**config.mk**
```make
export PLATFORM = sky130hd
export DESIGN_NAME = hsc_strap_indicators
export DESIGN_NICKNAME = d
export VERILOG_FILES = /design/src/verilog/hsc_pkg.sv /design/src/verilog/hsc_led_pin.sv /design/src/verilog/hsc_strap_indicators.sv /design/src/verilog/hsc_strap_latch.sv
export SDC_FILE = /design/constraint.sdc
export NUM_CORES = 1
export LEC_CHECK = 0
export ABC_CLOCK_PERIOD_IN_PS = 1550
export BUFFER_PORTS_ARGS = -buffer_cell sky130_fd_sc_hd__clkbuf_2
export CORE_ASPECT_RATIO = 1.2
export CORE_UTILIZATION = 38
export CTS_CLUSTER_SIZE = 25
export DETAILED_ROUTE_END_ITERATION = 8
export PLACE_DENSITY = 0.86
export SYNTH_ARGS = -nofsm -noshare
export SYNTH_HDL_FRONTEND = slang
export SYNTH_HIERARCHICAL = 1
export SYNTH_SLANG_ARGS = --single-unit
```
**constraint.sdc**
```tcl
create_clock -name clk_i -period 1.55 [get_ports clk_i]
set_input_delay 0.155 -clock clk_i [delete_from_list [all_inputs] [get_ports clk_i]]
set_output_delay 0.155 -clock clk_i [all_outputs]
set_load 0.02 [all_outputs]
```
**src/verilog/hsc_pkg.sv**
```systemverilog
package hsc_pkg;

  // Clock and reset timing
  localparam int CLK_PERIOD_NS = 8;
  localparam int RESET_MIN_NS = 1000;
  localparam int RESET_MIN_CYC = (RESET_MIN_NS + CLK_PERIOD_NS - 1) / CLK_PERIOD_NS;

  // Register byte addresses
  localparam logic [7:0] ADDR_STATUS = 8'h00;
  localparam logic [7:0] ADDR_CONTROL = 8'h04;
  localparam logic [7:0] ADDR_STRAP = 8'h08;
  localparam logic [7:0] ADDR_ID = 8'h0c;

  // Identification word, value is arbitrary
  localparam logic [31:0] BLOCK_ID = 32'h0000_5a01;

  // One bit per configuration method: set where the strap option is enabled
  localparam logic [3:0] STRAP_EN_BY_METHOD = 4'h1;

  // Control register fields
  localparam int CTRL_SW_CODE_LSB = 0;
  localparam int CTRL_IND_EN_BIT = 8;
  localparam int CTRL_LED_TEST_BIT = 9;
  localparam logic [1:0] CTRL_SW_CODE_RST = 2'h0;
  localparam logic CTRL_IND_EN_RST = 1'b1;
  localparam logic CTRL_LED_TEST_RST = 1'b0;

  // Status register fields
  localparam int STAT_METHOD_LSB = 0;
  localparam int STAT_CODE_LSB = 2;
  localparam int STAT_STRAP_EN_BIT = 4;
  localparam int STAT_COMPOUND_BIT = 5;
  localparam int STAT_PORTS_LSB = 6;
  localparam int STAT_HS_LIT_BIT = 9;
  localparam int STAT_SUSP_LIT_BIT = 10;
  localparam int STAT_VALID_BIT = 11;

  // Strap register fields
  localparam int STRAP_CFG0_BIT = 0;
  localparam int STRAP_CFG1_BIT = 1;
  localparam int STRAP_NR_LO_BIT = 2;
  localparam int STRAP_NR_HI_BIT = 3;
  localparam int STRAP_HS_POL_BIT = 4;
  localparam int STRAP_SUSP_POL_BIT = 5;

  // Non-removable code values and port masks
  localparam logic [1:0] NONREM_NONE = 2'h0;
  localparam logic [1:0] NONREM_P1 = 2'h1;
  localparam logic [1:0] NONREM_P12 = 2'h2;
  localparam logic [1:0] NONREM_P123 = 2'h3;
  localparam logic [2:0] PORTS_NONE = 3'h0;
  localparam logic [2:0] PORTS_P1 = 3'h1;
  localparam logic [2:0] PORTS_P12 = 3'h3;
  localparam logic [2:0] PORTS_P123 = 3'h7;

  typedef struct packed {
    logic cyc;
    logic stb;
    logic we;
    logic [31:0] adr;
    logic [3:0] sel;
    logic [31:0] dat;
  } hsc_wb_req_t;

  typedef struct packed {
    logic ack;
    logic [31:0] dat;
  } hsc_wb_rsp_t;

  typedef struct packed {
    logic configured;
    logic suspended;
    logic connected;
    logic high_speed;
  } hsc_hub_state_t;

  typedef struct packed {
    logic valid;
    logic [1:0] config_method;
    logic strap_enabled;
    logic [1:0] nonremovable_code;
    logic [2:0] nonremovable_ports;
    logic compound_device;
  } hsc_hub_cfg_t;

  typedef struct packed {
    logic ack;
    logic [31:0] rdata;
    logic [1:0] sw_code;
    logic ind_en;
    logic led_test;
    logic hs_lit;
    logic susp_lit;
    hsc_hub_cfg_t cfg;
  } hsc_top_state_t;

endpackage

```
**src/verilog/hsc_led_pin.sv**
```systemverilog
`timescale 1ns/10ps
module hsc_led_pin import hsc_pkg::*; (
  input wire logic clk_i,
  input wire logic nrst_i,
  input wire logic enable_i,
  input wire logic lit_i,
  input wire logic active_low_i,
  output logic pin_o,
  output logic pin_oe_o
);

  typedef struct packed {
    logic oe;
    logic out;
  } hsc_led_state_t;

  hsc_led_state_t state_reg;
  hsc_led_state_t state_next;

  // Pin stays an input until its strap level has been taken
  always_comb begin
    state_next.oe = enable_i;
    state_next.out = enable_i ? (lit_i ^ active_low_i) : 1'b0;
  end

  always_ff @(posedge clk_i or negedge nrst_i) begin
    if (!nrst_i) begin
      state_reg <= '0;
    end else begin
      state_reg <= state_next;
    end
  end

  assign pin_o = state_reg.out;
  assign pin_oe_o = state_reg.oe;

endmodule

```
**src/verilog/hsc_strap_indicators.sv**
```systemverilog
// Design decisions made here: the register addresses and register access over Wishbone.
`timescale 1ns/10ps
module hsc_strap_indicators import hsc_pkg::*; (
  input wire logic clk_i,
  input wire logic nrst_i,
  input wire hsc_wb_req_t wb_req_i,
  output hsc_wb_rsp_t wb_rsp_o,
  input wire logic config_select_0_i,
  input wire logic nonremovable_strap_hi_i,
  input wire logic active_suspend_indicator_i,
  output logic active_suspend_indicator_o,
  output logic active_suspend_indicator_oe_o,
  input wire logic high_speed_indicator_i,
  output logic high_speed_indicator_o,
  output logic high_speed_indicator_oe_o,
  input wire hsc_hub_state_t hub_state_i,
  output hsc_hub_cfg_t hub_cfg_o
);

  hsc_top_state_t state_reg;
  hsc_top_state_t state_next;

  logic [1:0] cfg_sel;
  logic [1:0] strap_code;
  logic straps_valid;

  logic strap_en;
  logic [1:0] eff_code;
  logic [2:0] ports;
  logic hs_active_low;
  logic susp_active_low;
  logic hs_drive;
  logic susp_drive;
  logic req;
  logic addr_hit_status;
  logic addr_hit_control;
  logic addr_hit_strap;
  logic addr_hit_id;
  logic [31:0] status_word;
  logic [31:0] strap_word;
  logic [31:0] control_word;
  logic rd_req;
  logic wr_req;
  logic wr_control;
  logic wr_lane_code;
  logic wr_lane_ind;
  logic [31:0] rd_word;
  logic hs_lit_next;
  logic susp_lit_next;
  logic compound_next;
  hsc_hub_cfg_t cfg_next;

  // Select pins share the serial clock pin and the high-speed LED pin
  hsc_strap_latch #(
    .WIDTH(2)
  ) u_cfg_latch (
    .clk_i(clk_i),
    .nrst_i(nrst_i),
    .pins_i({high_speed_indicator_i, config_select_0_i}),
    .value_o(cfg_sel),
    .captured_o(straps_valid)
  );

  // Non-removable straps share the serial data pin and the suspend LED pin
  hsc_strap_latch #(
    .WIDTH(2)
  ) u_nonrem_latch (
    .clk_i(clk_i),
    .nrst_i(nrst_i),
    .pins_i({nonremovable_strap_hi_i, active_suspend_indicator_i}),
    .value_o(strap_code),
    .captured_o()
  );

  // Strap code only counts where the selected method enables it
  always_comb begin
    strap_en = STRAP_EN_BY_METHOD[cfg_sel];
    eff_code = strap_en ? strap_code : state_reg.sw_code;
  end

  // Port mask of the effective code
  always_comb begin
    case (eff_code)
      NONREM_NONE: ports = PORTS_NONE;
      NONREM_P1: ports = PORTS_P1;
      NONREM_P12: ports = PORTS_P12;
      default: ports = PORTS_P123;
    endcase
  end

  // Configuration result; method frozen once the straps are held, code follows sw_code where straps are disabled
  always_comb begin
    compound_next = straps_valid & (eff_code != NONREM_NONE);
    cfg_next.valid = straps_valid;
    cfg_next.config_method = cfg_sel;
    cfg_next.strap_enabled = strap_en;
    cfg_next.nonremovable_code = eff_code;
    cfg_next.nonremovable_ports = ports;
    cfg_next.compound_device = compound_next;
  end

  // Polarity follows the level each shared pin carried at release
  assign susp_active_low = strap_code[0];
  assign hs_active_low = cfg_sel[1];

  assign hs_drive = state_reg.led_test | state_reg.hs_lit;
  assign susp_drive = state_reg.led_test | state_reg.susp_lit;

  // Indicator levels before polarity
  assign hs_lit_next = state_reg.ind_en & hub_state_i.connected & hub_state_i.high_speed;
  assign susp_lit_next = state_reg.ind_en & hub_state_i.configured & ~hub_state_i.suspended;

  // Register view words
  always_comb begin
    status_word = 32'h0000_0000;
    status_word[STAT_METHOD_LSB +: 2] = state_reg.cfg.config_method;
    status_word[STAT_CODE_LSB +: 2] = state_reg.cfg.nonremovable_code;
    status_word[STAT_STRAP_EN_BIT] = state_reg.cfg.strap_enabled;
    status_word[STAT_COMPOUND_BIT] = state_reg.cfg.compound_device;
    status_word[STAT_PORTS_LSB +: 3] = state_reg.cfg.nonremovable_ports;
    status_word[STAT_HS_LIT_BIT] = state_reg.hs_lit;
    status_word[STAT_SUSP_LIT_BIT] = state_reg.susp_lit;
    status_word[STAT_VALID_BIT] = state_reg.cfg.valid;
  end

  always_comb begin
    strap_word = 32'h0000_0000;
    strap_word[STRAP_CFG0_BIT] = cfg_sel[0];
    strap_word[STRAP_CFG1_BIT] = cfg_sel[1];
    strap_word[STRAP_NR_LO_BIT] = strap_code[0];
    strap_word[STRAP_NR_HI_BIT] = strap_code[1];
    strap_word[STRAP_HS_POL_BIT] = hs_active_low;
    strap_word[STRAP_SUSP_POL_BIT] = susp_active_low;
  end

  always_comb begin
    control_word = 32'h0000_0000;
    control_word[CTRL_SW_CODE_LSB +: 2] = state_reg.sw_code;
    control_word[CTRL_IND_EN_BIT] = state_reg.ind_en;
    control_word[CTRL_LED_TEST_BIT] = state_reg.led_test;
  end

  // Bus decode; unmapped addresses are acknowledged, read zero, ignore writes
  assign req = wb_req_i.cyc & wb_req_i.stb & ~state_reg.ack;
  always_comb begin
    addr_hit_status = 1'b0;
    addr_hit_control = 1'b0;
    addr_hit_strap = 1'b0;
    addr_hit_id = 1'b0;
    if (wb_req_i.adr == {24'h00_0000, ADDR_STATUS}) begin
      addr_hit_status = 1'b1;
    end else if (wb_req_i.adr == {24'h00_0000, ADDR_CONTROL}) begin
      addr_hit_control = 1'b1;
    end else if (wb_req_i.adr == {24'h00_0000, ADDR_STRAP}) begin
      addr_hit_strap = 1'b1;
    end else if (wb_req_i.adr == {24'h00_0000, ADDR_ID}) begin
      addr_hit_id = 1'b1;
    end
  end

  assign rd_req = req & ~wb_req_i.we;
  assign wr_req = req & wb_req_i.we;
  assign wr_control = wr_req & addr_hit_control;
  assign wr_lane_code = wr_control & wb_req_i.sel[0];
  assign wr_lane_ind = wr_control & wb_req_i.sel[1];

  // Zero outside a read, so the bus sees zero between answers
  always_comb begin
    rd_word = 32'h0000_0000;
    if (rd_req) begin
      if (addr_hit_status) begin
        rd_word = status_word;
      end else if (addr_hit_control) begin
        rd_word = control_word;
      end else if (addr_hit_strap) begin
        rd_word = strap_word;
      end else if (addr_hit_id) begin
        rd_word = BLOCK_ID;
      end else begin
        rd_word = 32'h0000_0000;
      end
    end
  end

  always_comb begin
    state_next = state_reg;

    state_next.cfg = cfg_next;
    state_next.hs_lit = hs_lit_next;
    state_next.susp_lit = susp_lit_next;

    // Wishbone classic slave, one wait state
    state_next.ack = req;
    state_next.rdata = rd_word;
    if (wr_lane_code) begin
      state_next.sw_code = wb_req_i.dat[CTRL_SW_CODE_LSB +: 2];
    end
    if (wr_lane_ind) begin
      state_next.ind_en = wb_req_i.dat[CTRL_IND_EN_BIT];
      state_next.led_test = wb_req_i.dat[CTRL_LED_TEST_BIT];
    end
  end

  always_ff @(posedge clk_i or negedge nrst_i) begin
    if (!nrst_i) begin
      state_reg.ack <= 1'b0;
      state_reg.rdata <= 32'h0000_0000;
      state_reg.sw_code <= CTRL_SW_CODE_RST;
      state_reg.ind_en <= CTRL_IND_EN_RST;
      state_reg.led_test <= CTRL_LED_TEST_RST;
      state_reg.hs_lit <= 1'b0;
      state_reg.susp_lit <= 1'b0;
      state_reg.cfg <= '0;
    end else begin
      state_reg <= state_next;
    end
  end

  // LED drivers on the shared strap pins
  hsc_led_pin u_hs_led (
    .clk_i(clk_i),
    .nrst_i(nrst_i),
    .enable_i(straps_valid),
    .lit_i(hs_drive),
    .active_low_i(hs_active_low),
    .pin_o(high_speed_indicator_o),
    .pin_oe_o(high_speed_indicator_oe_o)
  );

  hsc_led_pin u_susp_led (
    .clk_i(clk_i),
    .nrst_i(nrst_i),
    .enable_i(straps_valid),
    .lit_i(susp_drive),
    .active_low_i(susp_active_low),
    .pin_o(active_suspend_indicator_o),
    .pin_oe_o(active_suspend_indicator_oe_o)
  );

  assign wb_rsp_o = '{ack: state_reg.ack, dat: state_reg.rdata};
  assign hub_cfg_o = state_reg.cfg;

endmodule

```
**src/verilog/hsc_strap_latch.sv**
```systemverilog
`timescale 1ns/10ps
module hsc_strap_latch import hsc_pkg::*; #(
  parameter int WIDTH = 2
) (
  input wire logic clk_i,
  input wire logic nrst_i,
  input wire logic [WIDTH-1:0] pins_i,
  output logic [WIDTH-1:0] value_o,
  output logic captured_o
);

  typedef struct packed {
    logic captured;
    logic [WIDTH-1:0] value;
  } hsc_latch_state_t;

  hsc_latch_state_t state_reg;
  hsc_latch_state_t state_next;

  // Sample once at the first edge after release, then hold until next reset
  always_comb begin
    state_next = state_reg;
    if (!state_reg.captured) begin
      state_next.captured = 1'b1;
      state_next.value = pins_i;
    end
  end

  always_ff @(posedge clk_i or negedge nrst_i) begin
    if (!nrst_i) begin
      state_reg <= '0;
    end else begin
      state_reg <= state_next;
    end
  end

  assign value_o = state_reg.value;
  assign captured_o = state_reg.captured;

endmodule
```
==> Word-level counts from Yosys, hierarchy flattened <==
Cells that the tools add are included.
Widths: inputs -> output; s select.
{ "totals": {"inputBits": 81, "ff_bits": 57, "output_inout_bits": 47} }
{ "classes": {"order_cmp": 1, "bitwise_logic": 19, "n_eq_ne": 5, "reduce_logical": 3, "muxes": 21} }
{ "op_table": {"columns": ["op", "count"], "rows": [
  ["$eq 32x4->1 const B", 2],
  ["$mux 15", 4],
  ["$eq 32x3->1 const B", 1],
  ["$logic_not 32->1", 1],
  ["$mux 32", 1],
  ["$mux 1", 13],
  ["$and 1x1->1", 12],
  ["$pmux 3 s3", 1],
  ["$lt 2x3->1 const B", 1],
  ["$not 1->1", 3],
  ["$bmux 1 s2", 1],
  ["$eq 2x1->1 const B", 1],
  ["$eq 2x2->1 const B", 1],
  ["$logic_not 2->1", 1],
  ["$mux 2", 1],
  ["$or 1x1->1", 2],
  ["$reduce_bool 2->1", 1],
  ["$xor 1x1->1", 2]
]} }

==> Logic depth before layout (Yosys ltp) <==
Gate-level depths: netlist of run 1.
{ "depth": {"depth_word": 10, "depth_mapped": 5, "ltp_nobuf": 5} }

==> By module <==
The synthesis of run 1 kept the hierarchy.
{ "by_module_without_submodules": {"columns": ["module", "cells_per_inst", "seq_area_each_um2", "instances", "area_each_um2"], "rows": [
  ["hsc_strap_indicators", 141, 726.9, 1, 1564.0],
  ["hsc_strap_latch", 6, 75.1, 2, 101.3],
  ["hsc_led_pin", 4, 50.0, 2, 65.1]
]} }

==> Worst setup path after synthesis of run 1 <==
No wires, ideal clock.
{ "synth_timing": {"path_kind": "input port to flip-flop", "from": "input wb_req_i[59] (netlist bit)", "to": "register state_reg (netlist bit control_word[0])", "t_arrival_ns": 1.311, "setup_ns": 0.128, "cell_stages": 4, "slack_ns": 0.111, "required_ns": 1.422, "n_path_buf": 0, "path_cell_list": "nor4_1 > nand4_1 > nor4_2 > mux2_1"} }
{ "synth_via": {"elab_chain_cells": 5, "elab_cells_between_ends": 6, "cone_classes": "1 x eq/ne; 2 x mux; 2 x bitwise; 1 x reduce/logical"} }
{ "synth_lines": {"columns": ["item", "line", "source"], "rows": [
  ["from (decl)", "hsc_strap_indicators.sv:6", "input wire hsc_wb_req_t wb_req_i,"],
  ["$eq 32x3->1", "hsc_strap_indicators.sv:152", "end else if (wb_req_i.adr == {24'h00_0000, ADDR_CONTROL}) begin"],
  ["$mux 1", "hsc_strap_indicators.sv:152", null],
  ["$mux 1 *", "hsc_strap_indicators.sv:150", "if (wb_req_i.adr == {24'h00_0000, ADDR_STATUS}) begin"],
  ["$and 1x1->1 *", "hsc_strap_indicators.sv:163", "assign wr_control = wr_req & addr_hit_control;"],
  ["$and 1x1->1 *", "hsc_strap_indicators.sv:164", "assign wr_lane_code = wr_control & wb_req_i.sel[0];"],
  ["to (signal assigned)", "hsc_strap_indicators.sv:215", "state_reg <= state_next;"],
  ["to (decl)", "hsc_strap_indicators.sv:20", "hsc_top_state_t state_reg;"]
]} }
Mark *: on every way between the ends. The rest lies on a longest branch, timed or not.
A chain may end at the register's enable or synchronous reset.

==> Worst setup path in the final report of run 1 <==
{ "layout_timing": {"from": "register state_reg (netlist bit wb_rsp_o[32])", "to": "register state_reg (netlist bit wb_rsp_o[2])"} }
{ "layout_via": {"elab_chain_cells": 4} }
{ "layout_lines": {"columns": ["item", "line", "source"], "rows": [
  ["$not 1->1", "hsc_strap_indicators.sv:144", "assign req = wb_req_i.cyc & wb_req_i.stb & ~state_reg.ack;"],
  ["$and 1x1->1", "hsc_strap_indicators.sv:144", null],
  ["$and 1x1->1", "hsc_strap_indicators.sv:161", "assign rd_req = req & ~wb_req_i.we;"],
  ["$mux 32", "hsc_strap_indicators.sv:170", "if (rd_req) begin"],
  ["net rd_word[2]", "hsc_strap_indicators.sv:47", "logic [31:0] rd_word;"]
]} }
The timed path passes the listed nets, and every way through them passes these cells.

==> results of run 1 <==
==> path summary, 6_finish.rpt <==
path,startpoint,endpoint,slack [ns]
min in group asynchronous,nrst_i,hub_cfg_o[7],0.45
setup reg to reg,wb_rsp_o[32],wb_rsp_o[2],0.04
hold reg to reg,u_cfg_latch/value_o[0],hub_cfg_o[7],0.42
setup / recovery,wb_rsp_o[32],wb_rsp_o[2],0.04
hold / removal,hub_state_i[2],state_reg[10],0.01
max in group asynchronous,nrst_i,control_word[8],0.76
==> timing repair <==
item	CTS	global route
buffers inserted	0	0
hold buffers	1	0
endpoints found under the hold margin	38	0
setup endpoints to repair	1	7
gates resized for setup	1	6
==> final cells by class <==
cell class | count | area, um^2 | share of cell area (%)
timing repair buffer | 87 | 462 | 20.2
inverter | 3 | 11.3 | 0.493
clock inverter | 1 | 5.00 | 0.219
clock buffer | 6 | 82.6 | 3.61
tap | 58 | 72.6 | 3.17
sequential | 39 | 977 | 42.7
multi-input combinational | 91 | 676 | 29.6
==> cell families after synthesis <==
logic type,count (synthesis),synth area share [%]
AOI/OAI and AO/OA,7,2.64
DFF,39,51.5
and+or+nand+nor,47,17.6
muxes,15,8.64
other,3,0.594
xor gates and xnor gates,2,0.924
buffers and inverters,48,18.1
==> metal layers <==
metal,track usage [%],part of all wire [%]
met1,17.3,38
met2,25.0,55
met3,5.29,6.1
met4,5.11,1.3
met5,0,0
==> Yosys cell counts <==
cell type / instances / area share [%]
buf_4: 43 / 17
dfrtp_1: 38 / 50
mux2_2: 7 / 4.2
nor2_1: 7 / 1.4
nor4_2: 7 / 4.6
and2_1: 5 / 1.6
and3_1: 5 / 1.6
nand2_1: 5 / 0.99
mux2_1: 4 / 2.4
mux2i_1: 4 / 2.1
a21oi_1: 3 / 0.79
conb_1: 3 / 0.59
inv_1: 3 / 0.59
nand2b_1: 3 / 0.99
nor2b_1: 2 / 0.66
nor4_1: 2 / 0.66
o221a_1: 2 / 1.2
or2_2: 2 / 0.66
or3_1: 2 / 0.66
xor2_1: 2 / 0.92
a21boi_1: 1 / 0.40
buf_1: 1 / 0.20
buf_2: 1 / 0.26
dfstp_2: 1 / 1.4
nand3_1: 1 / 0.26
nand3b_1: 1 / 0.40
nand4_1: 1 / 0.33
nand4_2: 1 / 0.66
nor3_1: 1 / 0.26
nor3b_2: 1 / 0.66
nor4_4: 1 / 1.1
o21ai_0: 1 / 0.26
==> where the power goes <==
part / total (mW) / internal (mW) / switching [mW] / leakage [nW]
registers: 1.09 / 1.06 / 0.0315 / 0.509
clock network: 0.692 / 0.349 / 0.343 / 0.0470
logic: 0.280 / 0.111 / 0.169 / 0.693
==> through the flow <==
step	total power [mW]	TNS [ns]
final	2.06	0
after global routing	2.16	-0.286
after CTS	2.08	0
after detailed placement	1.39	-0.601
after global placement	1.38	-0.212
after floorplan	1.31	0
==> summary.txt, run 1 <==
Status
  – Outcome: finished, final reports clean

Critical path
  – Crit-path max cell delay: around 0.38 ns
  – Crit path required time: between 1.5 and 2 ns
  – Stages on worst setup path: 4
  – Critical Path AT: between 1.5 and 2 ns
  – Critical Path Start Type: flop
  – R2R cell count: 4
  – Element type at the critical path end: flop
  – CP max FO: 4
  – Family with the most delay on the worst path: simple AND/OR/NAND/NOR gates
  – Worst Path Buf+Inv: 0
  – CP cell instances: nand3b_1 > or3_1 > or3_4 > a21oi_2
  – Slowest-stage cell, CP: dfrtp_1
  – Kind of critical path: reg2reg

Min path
  – Worst hold-check path type: in2reg
  – WHS Path Cells: 2

Global routing
  – First-pass GRT wire length: between 5000 and 6000 um
  – Initial antenna violation count: 0
  – GRT Overall Usage: roughly 15%
  – Number of global-route vias before repair: 1223
  – Largest net degree at the start of global routing: 40
  – Grt total ovfl: 0

Drt
  – DRC viols: 0
  – First-pass iteration count of the detailed router: 4
  – Detail Route Antenna Nets: 0
  – Drt total wl: roughly 3700 um
  – WL/cell: 12.9 um
  – Vias: 1275
  – First DRT Iteration DRCs: between 50 and 60
  – Avg Vias per Cell: 4.47

Finish
  – Final non-filler cell total: around 290
  – Number of flip-flops under the largest register name: 14
  – # diodes: 0
  – Finished Cell Area: between 0.002 and 0.0025 mm^2
  – Commonest non-fill, non-tap cell in the layout: clkbuf_2
  – Nets: between 300 and 400
  – Most frequent cells in the layout: clkbuf_2, dfrtp_1, conb_1, nor2_1, mux2_2
  – Layout cells sized above 1: 51.5%
  – Layout fillers: 451
  – Area grow syn2layout: 20.5%
  – Fin util: 48.7%

Timing
  – Final Hold Slack: 0.0128 ns
  – Final Cycle Share: 97.4%
  – Final number of setup-violating endpoints: 0
  – Final hold viol count: 0
  – Max Fclk: approximately 660 MHz
  – Unrepaired setup endpoints after global routing: yes
  – Crit path time final: around 1.5 ns
  – Setup ws final: between 0.03 and 0.04 ns
  – Final Max Slew Viols: 0
  – Final Skew: roughly 0.0076 ns

Floorplanning
  – Die X: roughly 66 um
  – I/O pins: between 100 and 150
  – Die height: between 70 and 80 um
  – Core area: between 0.004 and 0.005 mm^2
  – Initial Util: approximately two fifths
  – Die area: between 0.005 and 0.006 mm^2
  – Placement row count: 27

Power and ir drop
  – Max rail drop VDD: between 500 and 600 uV
  – Leakage Power: around 1.2 nW
  – Power Dens Cells: 901 mW/mm^2

Synthesis
  – Synthesized flop and latch total: 39
  – Synthesized area per cell: roughly 12 um^2
  – Syn Std Cell Area: around 0.0019 mm^2
  – Synth warn: 6
  – Synth Instances: roughly 160
  – Synth cell types: 32
  – Sequential area share after synthesis: 51.5%

Placement
  – Port Buffers: just under 80
  – Post-Place Cells: 277
  – Setup WS pre-CTS: -0.121 ns
  – Dpl hpwl: about 2900 um
  – Dpl cell area: roughly 0.0021 mm^2
  – Placer congestion estimate: approximately 0.8

Clock network
  – Clock Tree Buf Depth: 2
  – H-tree Lvls: 2
  – Total CTS buffers: 5
  – Worst-skew pair later-pin latency: about 0.3 ns
  – CTS root buf: clkbuf_8
  – Reg clk slew, reported paths: 0.07 ns
  – Sink Count: 39
  – CTS tree: done

Run
  – Max_cap viols: 0
Power figures use the tool's default switching activity.
==> run 2, diff against run 1 <==
CELL_PAD_IN_SITES_DETAIL_PLACEMENT = 0   (was unset)
CELL_PAD_IN_SITES_GLOBAL_PLACEMENT = 1   (was unset)
CORE_UTILIZATION = 27   (was 38)
PLACE_DENSITY = 0.85   (was 0.86)
==> run 2 against run 1 <==
Compared with the run above:
- the flow now finishes with violations (setup timing)
- final cell count grew 11%
- maximum frequency down 3.1%
- die area grew 40%
- core utilization shrank 14 points
- first-iteration DRC count down 36%
- combinational power is 3% higher
- global-route usage decreased by 4.3 points
- register-to-register slack worse by 0.05 ns
==> summary.txt, run 2 (synthesis results as in run 1) <==
Critical path
  – Critical Path Start Type: flop
  – CP max FO: 3
  – Worst Path Buf+Inv: 2
  – Worst R2R Setup Slack: -0.009 ns
  – CP cell instances: nand3b_1 > inv_2 > nand3_4 > nor4_4 > buf_4 > mux2_4
  – Family with the most delay on the worst path: simple AND/OR/NAND/NOR gates
  – Element type at the critical path end: flop
  – Kind of critical path: reg2reg
  – Critical Path AT: 1.74 ns
  – Crit path required time: 1.73 ns
  – Slowest-stage cell, CP: dfrtp_1
  – Crit-path max cell delay: between 0.3 and 0.4 ns

Finish
  – Number of flip-flops under the largest register name: 14
  – # diodes: 0
  – Final non-filler cell total: 317
  – Most frequent cells in the layout: clkbuf_2, dfrtp_1, conb_1, buf_4, mux2_2
  – FF/Latch Area: 977 um^2
  – Layout fillers: 726
  – Multi-input gate area: 684 um^2
  – Area grow syn2layout: 23.5%
  – Commonest non-fill, non-tap cell in the layout: clkbuf_2
  – Nets: between 300 and 400
  – Fin util: about 34%
  – Layout cells sized above 1: ~53%

Clock network
  – H-tree Lvls: 2
  – CTS root buf: clkbuf_8
  – CTS tree: done
  – Clock Tree Buf Depth: 2
  – Total CTS buffers: 5
  – Sink Count: 39
  – Worst-skew pair later-pin latency: 0.30 ns
  – Reg clk slew, reported paths: about 0.070 ns
  – Post-CTS Setup Inserts: 0

Global routing
  – First-pass GRT wire length: 5840 um
  – Grt total ovfl: 0
  – Initial antenna violation count: 0
  – Number of global-route vias before repair: 1207
  – Largest net degree at the start of global routing: 40
  – GRT Overall Usage: about a tenth

Timing
  – Total negative slack: -0.00931 ns
  – Setup ws final: -0.00931 ns
  – Final Skew: ~0.0058 ns
  – Max Fclk: roughly 640 MHz
  – Final hold viol count: 0
  – Crit path time final: between 1.5 and 2 ns
  – Final number of setup-violating endpoints: 1
  – Final Cycle Share: 101%
  – Final Max Slew Viols: 0
  – Unrepaired setup endpoints after global routing: yes

Placement
  – Placer congestion estimate: ~0.77
  – Port Buffers: between 70 and 80
  – Dpl hpwl: a little under 3000 um
  – Setup WS pre-CTS: -0.102 ns
  – Post-Place Cells: slightly above 300

Floorplanning
  – Die height: 93.8 um
  – I/O pins: around 130
  – Placement row count: 33
  – Core area: ~0.0068 mm^2
  – Die area: 0.00737 mm^2
  – Die X: 78.5 um
  – Initial Util: 27.8%

Drt
  – DRC viols: 0
  – Drt total wl: around 3700 um
  – Vias: ~1200
  – Detail Route Antenna Nets: 0
  – WL/cell: about 12 um
  – First DRT Iteration DRCs: 36
  – Avg Vias per Cell: between 3 and 4
  – First-pass iteration count of the detailed router: 6

Power and ir drop
  – Leakage Power: ~1.2 nW
  – Power Dens Cells: a little under 900 mW/mm^2
  – Max rail drop VDD: 479 uV

Status
  – Failing checks: setup timing
  – Outcome: complete, but fails checks

Run
  – Max_cap viols: 0

Min path
  – Worst hold-check path type: in2reg
==> run 2: area by class of cell <==
cell class	count	area share, %
Clock inverter	2	0.534
Sequential cell	39	41.7
Inverter	3	0.481
Timing Repair Buffer	89	20.3
Clock buffer	6	3.10
Tap cell	87	4.65
Multi-Input combinational cell	91	29.2
==> run 2: tightest hold or removal path, cell delays in order <==
cell,delay [ns]
clkbuf_2,0.08
nand2_1,0.06
nor2_1,0.03
==> run 2: what timing repair did <==
item | 4_1_cts | 5_1_grt
setup endpoints to repair | 7 | 8
hold buffers | 2 | 0
resized for setup | 4 | 6
pin swaps | 0 | 1
hold endpoints to repair | 39 | 0
==> run 2: metal layers <==
layer	global-route usage (%)	wire length, um	up-vias
met5	0	0	-
met4	5.09	59	0
met3	2.62	169	5
met2	17.4	1930	50
met1	12.8	1540	578
li1	-	-	612
==> run 2: power breakdown <==
| group | internal [mW] | switching [mW] | leakage, nW |
|---|---|---|---|
| registers | 1.06 | 0.0286 | 0.509 |
| logic | 0.115 | 0.174 | 0.692 |
| clock network | 0.314 | 0.358 | 0.0412 |
| total | 1.48 | 0.560 | 1.24 |
==> run 2: final timing paths <==
kind                            cells past startpoint              startpoint              end
worst max-delay path                                6            wb_rsp_o[32]  control_word[9]
worst max register to register                      6            wb_rsp_o[32]  control_word[9]
worst min register to register                      0  u_cfg_latch/value_o[0]     hub_cfg_o[7]
min in group asynchronous                           3                  nrst_i      wb_rsp_o[0]
worst min-delay path                                3          hub_state_i[3]    state_reg[10]
max in group asynchronous                           3                  nrst_i  control_word[8]
==> run 2: metrics by stage <==
step,power [mW],hold WS (ns),area [um^2]
2_1_floorplan,1.31,-0.141,1960
4_1_cts,2.07,0.0564,2320
5_1_grt,2.15,0.0728,2340
6_report,2.04,0.0662,2340
3_3_place_gp,1.38,0.225,2190
3_5_place_dp,1.39,0.235,2190
